[config.mk]
export PLATFORM = sky130hd
export DESIGN_NAME = dstp_top
export DESIGN_NICKNAME = d
export VERILOG_FILES = /design/src/include/dstp_pkg.sv /design/src/logic/dstp_sync.sv /design/src/logic/dstp_top.sv
export SDC_FILE = /design/constraint.sdc
export NUM_CORES = 1
export LEC_CHECK = 0
export ABC_CLOCK_PERIOD_IN_PS = 4600
export BUFFER_PORTS_ARGS = -buffer_cell sky130_fd_sc_hd__buf_2
export CAP_MARGIN = 40
export CORE_MARGIN = 10
export CORE_UTILIZATION = 59
export CTS_CLUSTER_DIAMETER = 60
export DETAILED_ROUTE_END_ITERATION = 7
export PLACE_DENSITY = 0.93
export SYNTH_ARGS = -nofsm -noshare
export SYNTH_HDL_FRONTEND = slang
export SYNTH_SLANG_ARGS = --single-unit
[constraint.sdc]
create_clock -name core_clk_i -period 4.6 [get_ports core_clk_i]
set_clock_uncertainty 0.05 [all_clocks]
set_input_delay 0.23 -clock core_clk_i [delete_from_list [all_inputs] [get_ports core_clk_i]]
set_output_delay 0.23 -clock core_clk_i [all_outputs]
set_load 0.01 [all_outputs]
[src/include/dstp_pkg.sv]
// package: constants and state codes for the debug serial trace port
package dstp_pkg;
    // debug serial interface states (sixteen-state test-access style machine)
    typedef enum logic [3:0] {
        DSTP_RESET    = 4'h0,
        DSTP_IDLE     = 4'h1,
        DSTP_SEL_DR   = 4'h2,
        DSTP_CAP_DR   = 4'h3,
        DSTP_SHIFT_DR = 4'h4,
        DSTP_EXIT1_DR = 4'h5,
        DSTP_PAUSE_DR = 4'h6,
        DSTP_EXIT2_DR = 4'h7,
        DSTP_UPD_DR   = 4'h8,
        DSTP_SEL_IR   = 4'h9,
        DSTP_CAP_IR   = 4'hA,
        DSTP_SHIFT_IR = 4'hB,
        DSTP_EXIT1_IR = 4'hC,
        DSTP_PAUSE_IR = 4'hD,
        DSTP_EXIT2_IR = 4'hE,
        DSTP_UPD_IR   = 4'hF
    } dstp_state_t;

    localparam int          DSTP_DR_WIDTH   = 32;
    localparam int          DSTP_IR_WIDTH   = 4;
    localparam int          DSTP_NIBBLE_W   = 4;
    localparam int          DSTP_TRACE_W    = 32;
    localparam logic [31:0] DSTP_DR_RESET   = 32'h0000_0000;
    localparam logic [3:0]  DSTP_IR_RESET   = 4'h0;
    localparam logic [3:0]  DSTP_IR_CAPTURE = 4'h1;
    localparam logic [2:0]  DSTP_NIB_LAST   = 3'h7;
endpackage

[src/logic/dstp_sync.sv]
// two-flop synchroniser for pins arriving from outside the core clock domain
`timescale 1ns/1ps
module dstp_sync #(
    parameter int          WIDTH     = 1,
    parameter logic [31:0] RESET_VAL = 32'h0000_0000
) (
    input  wire logic             core_clk_i,
    input  wire logic             reset_i,
    input  wire logic             clk_en_i,
    input  wire logic [WIDTH-1:0] async_i,
    output logic      [WIDTH-1:0] sync_o
);
    logic [WIDTH-1:0] meta_reg;

    // widths the reset constant cannot cover are refused at elaboration
    if (WIDTH < 1 || WIDTH > 32) begin : g_width_bad
        $error("dstp_sync: WIDTH out of range");
    end

    // first stage feeds only the second stage
    always_ff @(posedge core_clk_i or posedge reset_i) begin
        if (reset_i) begin
            meta_reg <= RESET_VAL[WIDTH-1:0];
            sync_o   <= RESET_VAL[WIDTH-1:0];
        end else if (clk_en_i) begin
            meta_reg <= async_i;
            sync_o   <= meta_reg;
        end
    end
endmodule

[src/logic/dstp_top.sv]
// debug serial port with nibble-wide packet trace output
`timescale 1ns/1ps
module dstp_top
    import dstp_pkg::*;
#(
    parameter int DR_WIDTH = DSTP_DR_WIDTH,
    parameter int IR_WIDTH = DSTP_IR_WIDTH
) (
    input  wire logic                    core_clk_i,
    input  wire logic                    reset_i,
    input  wire logic                    clk_en_i,
    input  wire logic                    dbg_serial_clk_i,
    input  wire logic                    dbg_mode_select_i,
    input  wire logic                    dbg_serial_in_i,
    input  wire logic                    dbg_reset_n_i,
    output logic                         dbg_serial_out_o,
    output logic                         dbg_serial_out_oe_o,
    input  wire logic [DR_WIDTH-1:0]     dr_capture_i,
    output logic      [DR_WIDTH-1:0]     dr_update_o,
    output logic                         dr_update_stb_o,
    output logic      [IR_WIDTH-1:0]     instr_o,
    output logic                         unit_enabled_o,
    input  wire logic                    trace_valid_i,
    input  wire logic [DSTP_TRACE_W-1:0] trace_word_i,
    output logic                         trace_ready_o,
    output logic                         bus_clock_out_o,
    output logic      [DSTP_NIBBLE_W-1:0] trace_out_nibble_o,
    output logic                         trace_active_o
);
    // widths the shift and update logic cannot serve are refused at elaboration
    if (DR_WIDTH < 2 || DR_WIDTH > 32 || IR_WIDTH < 2 || IR_WIDTH > 8) begin : g_width_bad
        $error("dstp_top: register width out of range");
    end

    // pins from the probe are asynchronous; reset_n idles low so its synchroniser resets low
    logic [3:0] pins_sync;
    dstp_sync #(
        .WIDTH     (4),
        .RESET_VAL (32'h0000_0007)
    ) u_sync (
        .core_clk_i (core_clk_i),
        .reset_i    (reset_i),
        .clk_en_i   (clk_en_i),
        .async_i    ({dbg_reset_n_i, dbg_serial_clk_i, dbg_mode_select_i, dbg_serial_in_i}),
        .sync_o     (pins_sync)
    );

    logic dck_s;
    logic dms_s;
    logic ddi_s;
    logic dbg_reset_n_n_s;
    assign dbg_reset_n_n_s = pins_sync[3];
    assign dck_s    = pins_sync[2];
    assign dms_s    = pins_sync[1];
    assign ddi_s    = pins_sync[0];

    // debug unit reset: raw pin asserts at once, release waits two core edges
    // so no flop of the unit sees its reset drop close to a clock edge
    logic       pin_rst;
    logic [1:0] unit_rel_reg;
    logic       unit_rst;
    assign pin_rst = reset_i | ~dbg_reset_n_i;
    always_ff @(posedge core_clk_i or posedge pin_rst) begin
        if (pin_rst) begin
            unit_rel_reg <= 2'b00;
        end else if (clk_en_i) begin
            unit_rel_reg <= {unit_rel_reg[0], 1'b1};
        end
    end
    assign unit_rst = ~unit_rel_reg[1];

    logic dck_last_reg;
    logic rise;
    logic fall;
    always_ff @(posedge core_clk_i or posedge reset_i) begin
        if (reset_i) begin
            dck_last_reg <= 1'b1;
        end else if (clk_en_i) begin
            dck_last_reg <= dck_s;
        end
    end
    // edges of the probe clock as seen by the core clock; probe clock must be well below 20 MHz
    assign rise = dck_s & ~dck_last_reg & dbg_reset_n_n_s;
    assign fall = ~dck_s & dck_last_reg & dbg_reset_n_n_s;

    // interface state machine
    dstp_state_t state_reg;
    dstp_state_t state_next;
    always_comb begin
        unique case (state_reg)
            DSTP_RESET:    state_next = dms_s ? DSTP_RESET   : DSTP_IDLE;
            DSTP_IDLE:     state_next = dms_s ? DSTP_SEL_DR  : DSTP_IDLE;
            DSTP_SEL_DR:   state_next = dms_s ? DSTP_SEL_IR  : DSTP_CAP_DR;
            DSTP_CAP_DR:   state_next = dms_s ? DSTP_EXIT1_DR : DSTP_SHIFT_DR;
            DSTP_SHIFT_DR: state_next = dms_s ? DSTP_EXIT1_DR : DSTP_SHIFT_DR;
            DSTP_EXIT1_DR: state_next = dms_s ? DSTP_UPD_DR  : DSTP_PAUSE_DR;
            DSTP_PAUSE_DR: state_next = dms_s ? DSTP_EXIT2_DR : DSTP_PAUSE_DR;
            DSTP_EXIT2_DR: state_next = dms_s ? DSTP_UPD_DR  : DSTP_SHIFT_DR;
            DSTP_UPD_DR:   state_next = dms_s ? DSTP_SEL_DR  : DSTP_IDLE;
            DSTP_SEL_IR:   state_next = dms_s ? DSTP_RESET   : DSTP_CAP_IR;
            DSTP_CAP_IR:   state_next = dms_s ? DSTP_EXIT1_IR : DSTP_SHIFT_IR;
            DSTP_SHIFT_IR: state_next = dms_s ? DSTP_EXIT1_IR : DSTP_SHIFT_IR;
            DSTP_EXIT1_IR: state_next = dms_s ? DSTP_UPD_IR  : DSTP_PAUSE_IR;
            DSTP_PAUSE_IR: state_next = dms_s ? DSTP_EXIT2_IR : DSTP_PAUSE_IR;
            DSTP_EXIT2_IR: state_next = dms_s ? DSTP_UPD_IR  : DSTP_SHIFT_IR;
            DSTP_UPD_IR:   state_next = dms_s ? DSTP_SEL_DR  : DSTP_IDLE;
        endcase
    end

    always_ff @(posedge core_clk_i or posedge unit_rst) begin
        if (unit_rst) begin
            state_reg <= DSTP_RESET;
        end else if (clk_en_i && rise) begin
            state_reg <= state_next;
        end
    end

    logic in_shift_dr;
    logic in_shift_ir;
    assign in_shift_dr = (state_reg == DSTP_SHIFT_DR);
    assign in_shift_ir = (state_reg == DSTP_SHIFT_IR);

    // shift registers: bit 0 goes out first, new bits enter at the top
    logic [DR_WIDTH-1:0] dr_reg;
    logic [IR_WIDTH-1:0] ir_reg;
    always_ff @(posedge core_clk_i or posedge unit_rst) begin
        if (unit_rst) begin
            dr_reg <= DSTP_DR_RESET[DR_WIDTH-1:0];
            ir_reg <= IR_WIDTH'(DSTP_IR_CAPTURE);
        end else if (clk_en_i && rise) begin
            if (state_reg == DSTP_CAP_DR) begin
                dr_reg <= dr_capture_i;
            end else if (in_shift_dr) begin
                dr_reg <= {ddi_s, dr_reg[DR_WIDTH-1:1]};
            end
            if (state_reg == DSTP_CAP_IR) begin
                ir_reg <= IR_WIDTH'(DSTP_IR_CAPTURE);
            end else if (in_shift_ir) begin
                ir_reg <= {ddi_s, ir_reg[IR_WIDTH-1:1]};
            end
        end
    end

    // update stage: parallel results change only in the update states
    always_ff @(posedge core_clk_i or posedge unit_rst) begin
        if (unit_rst) begin
            dr_update_o     <= DSTP_DR_RESET[DR_WIDTH-1:0];
            instr_o         <= IR_WIDTH'(DSTP_IR_RESET);
            dr_update_stb_o <= 1'b0;
            unit_enabled_o  <= 1'b0;
        end else if (clk_en_i) begin
            unit_enabled_o  <= 1'b1;
            dr_update_stb_o <= rise && (state_reg == DSTP_UPD_DR);
            if (rise && state_reg == DSTP_UPD_DR) begin
                dr_update_o <= dr_reg;
            end
            if (rise && state_reg == DSTP_UPD_IR) begin
                instr_o <= ir_reg;
            end
        end
    end

    // serial output launched at falling probe edges so it is stable for the next rising edge
    always_ff @(posedge core_clk_i or posedge unit_rst) begin
        if (unit_rst) begin
            dbg_serial_out_o    <= 1'b0;
            dbg_serial_out_oe_o <= 1'b0;
        end else if (clk_en_i && fall) begin
            dbg_serial_out_oe_o <= in_shift_dr | in_shift_ir;
            dbg_serial_out_o    <= in_shift_ir ? ir_reg[0] : dr_reg[0];
        end
    end

    // bus clock out: core clock divided by two; nibbles change with its rising edge
    logic [2:0]              nib_idx_reg;
    logic [DSTP_TRACE_W-1:0] trace_hold_reg;
    logic                    trace_busy_reg;
    always_ff @(posedge core_clk_i or posedge reset_i) begin
        if (reset_i) begin
            bus_clock_out_o <= 1'b0;
        end else if (clk_en_i) begin
            bus_clock_out_o <= ~bus_clock_out_o;
        end
    end

    // word taken when ready; nibbles leave lowest first, one per bus clock period
    always_ff @(posedge core_clk_i or posedge reset_i) begin
        if (reset_i) begin
            nib_idx_reg        <= 3'h0;
            trace_hold_reg     <= 32'h0000_0000;
            trace_busy_reg     <= 1'b0;
            trace_out_nibble_o <= 4'h0;
            trace_active_o     <= 1'b0;
            trace_ready_o      <= 1'b0;
        end else if (clk_en_i) begin
            trace_ready_o <= ~trace_busy_reg & ~(trace_valid_i & trace_ready_o);
            if (trace_valid_i && trace_ready_o) begin
                trace_hold_reg <= trace_word_i;
                trace_busy_reg <= 1'b1;
                nib_idx_reg    <= 3'h0;
                if (!bus_clock_out_o) begin
                    // no fresh nibble at this bus clock rise, so the pins are not valid
                    trace_active_o <= 1'b0;
                end
            end else if (!bus_clock_out_o && trace_busy_reg) begin
                // this core edge raises bus_clock_out, so the nibble moves with it
                trace_out_nibble_o <= trace_hold_reg[nib_idx_reg*4 +: 4];
                trace_active_o     <= 1'b1;
                nib_idx_reg        <= nib_idx_reg + 3'h1;
                if (nib_idx_reg == DSTP_NIB_LAST) begin
                    trace_busy_reg <= 1'b0;
                end
            end else if (!bus_clock_out_o) begin
                trace_active_o <= 1'b0;
            end
        end
    end
endmodule

==> impl_metrics.yaml <==
routing:
  post_drt_via_cell_ratio: 5.53
  initialDrtViolationCount: 284
  vias: 4274
  drc: 0
  post_drt_wl_per_cell_um: 18.8
  dr.pass1.iters: 5
  postRouteAntennaNets: 0
  routed_wirelength_um: 14500
yosys:
  synth.largest_area_cell: "dfrtp_1"
  async_flop_share_pct: 100
  netlist.area_leader.share_pct: 53.0
  synthCells: 464
  ys.flop_type: "dfrtp_1"
  netlist_area_um2: 5950
  synthTopCellsByArea: "dfrtp_1 53%, mux2_2 13%, mux2i_1 8.2%"
  yosysUniqueCellTypes: 48
  synth-seq-area-share_pct: 56.5
  synth_warnings: 0
  ys_seq_elements: 134
  synth_edf_count: 0
  synth_area_per_cell_um2: 12.8
  syn_nets: 538
worst_setup_path:
  arrival_ns: 2.65
  startpoint_type: "register"
  reg2regPathDepth: 5
  worstPathCellList: "and4b_1 > o211a_2 > buf_12 > nor2_1 > a21oi_1"
  rr_startpoint: "u_sync.sync_o[2]"
  rr_endpoint: "dr_reg[20]"
  cp.required_ns: 4.96
  worstSetupEndpointType: "register"
  critPathMaxFanout: 46
  cp_slowest_cell: "o211a_2"
  path_delay_family: "compound AO/OA/AOI/OAI gates"
  critical_path.max_stage_delay_ns: 0.56
  critPathKind: "reg -> reg"
  path_buf_inv: 1
  r2r_slack_ns: 2.32
hold_path:
  holdPathEnd: "dr_reg[5]"
  hold_class: "in -> reg"
  min_path_cells: 3
  hold_start: "dr_capture_i[5]"
global_routing:
  grt_pass1_vias: 4727
  grt_overflow: 0
  grt_pass1_wl_um: 24000
  grt_use_total_pct: 20.4
  grt_max_degree: 70
  antenna_found_initial: 0
sta:
  max_slew.worst_pin.slew_ns: 0.567
  holdWs_ns: 0.0182
  setup-tns-final_ns: 0
  relSlewSlack_pct: 62.2
  period_share_pct: 49.7
  rsz0062_at_grt: "no"
  setup_violations: 0
  hold_viol: 0
  fmax_ghz: 0.438
  fin_ws_ns: 2.32
  slew_violations: 0
  finalCriticalPeriod_ns: 2.28
floorplanning:
  rows: 36
  die_h_um: 120
  start_util_pct: 60.6
  die_x_um: 120
  ioPinCount: 119
  die_area_um2: 14500
  fp.coreArea_um2: 9820
finish:
  fin_cells: 773
  final_common_cell: "dfrtp_1"
  antenna_cells: 0
  final_cell_mix: "125 x dfrtp_1, 118 x buf_2, 70 x mux2_2"
  drive_gt1_share_pct: 38.4
  nNetsFinal: 701
  area_growth_syn_to_layout_pct: 29.0
placement:
  gp_congestion: 0.824
  dpl.cell_count: 690
  hpwl_um: 9240
  io_buffers: 118
  post-place-ws_ns: 2.28
power_and_ir_drop:
  pwr-share-comb_pct: 23.5
  p_switching_w: 0.00128
  p_int_w: 0.00290
  switching_share_pct: 30.6
  power_density_nw_per_um2: 545
  p_leak_nw: 3.67
  seqPwrFrac_pct: 44.1
  clkPwrFrac_pct: 32.4
  vdd_drop_max_uv: 332
clock_network:
  postCtsHoldBufs: 51
  clk_latency_ns: 0.50
  cts-root-buf: "clkbuf_8"
  clkTransAtPathRegs_ns: 0.06
  cts_tree: "done"
  cts_sinks: 134
  cts_buffers: 17
  cts_resized: 0
  htreeDepth: 4
  clk_path_buf_depth: 2
  cts_setup_buffers: 0
run_status:
  status: "finished, final reports clean"
job:
  drv_cap: 0
==> per-stage QoR <==
stage	instance area [µm²]	utilization, %	total power [W]
floorplan	5950	-	0.00249
global placement	6490	66.1	0.00265
detailed placement	6570	66.9	0.00277
CTS	7680	78.2	0.00417
global route	7680	78.2	0.00441
finish	7680	78.2	0.00418
==> power groups by stage <==
stage / clock network, W / registers [W] / logic [W]
6_report: 0.00136 / 0.00184 / 0.000982
3_5_place_dp: 0 / 0.00184 / 0.000921
5_1_grt: 0.00144 / 0.00189 / 0.00108
4_1_cts: 0.00137 / 0.00183 / 0.000968
2_1_floorplan: 0 / 0.00173 / 0.000762
3_3_place_gp: 0 / 0.00183 / 0.000818
==> cell families after synthesis <==
| family | Yosys count | synth area share [%] |
|---|---|---|
| mux | 132 | 24.7 |
| fa+ha+maj | 2 | 0.420 |
| simple gates | 88 | 7.29 |
| buf+inv | 38 | 4.43 |
| compound gates | 68 | 6.37 |
| xor+xnor | 2 | 0.294 |
| flops | 134 | 56.5 |
==> cells in the mapped netlist (all sizes together), types with 2 or more instances <==
master	n
buf	27
nor2b	7
a22o	3
nor3	2
o21ai	18
mux2	79
ha	2
mux2i	49
nand2	23
or2	3
nand3	3
mux4	4
nor2	38
a31oi	3
a21oi	37
dfstp	8
nor3b	2
xor2	2
dfrtp	126
inv	7
clkbuf	4
==> per-layer routing <==
layer / GRT usage, % / wire length, µm / vias up
met5: 0 / 0 / -
met4: 7.24 / 293 / 0
met3: 6.47 / 970 / 26
met2: 35.7 / 7580 / 143
met1: 22.8 / 5700 / 2149
li1: - / - / 1956
==> area by class of cell <==
cell class                      instances  area [µm²]
Inverter                                7        26.3
Fill cell                             555        2140
Tap cell                              133         166
Timing Repair Buffer                  175        1200
Sequential cell                       134        3370
Clock inverter                         13         173
Clock buffer                           19         422
Multi-Input combinational cell        292        2330
==> worst reg2reg max path, stage by stage (launching register included) <==
cell,delay (ns)
dfstp_2,0.55
and4b_1,0.52
o211a_2,0.56
buf_12,0.27
nor2_1,0.09
a21oi_1,0.15
==> worst max-delay path by stage <==
stage / from / endpoint / cells after the start
after floorplan: unit_rel_reg[1] / unit_rel_reg[1] / 1
after global placement: clk_en_i / dr_reg[11] / 4
after detailed placement: clk_en_i / dr_update_o[15] / 4
after CTS: u_sync.sync_o[2] / dr_reg[20] / 5
after global routing: u_sync.sync_o[2] / dr_reg[20] / 5
final: u_sync.sync_o[2] / dr_reg[20] / 5
Power figures use the tool's default switching activity.
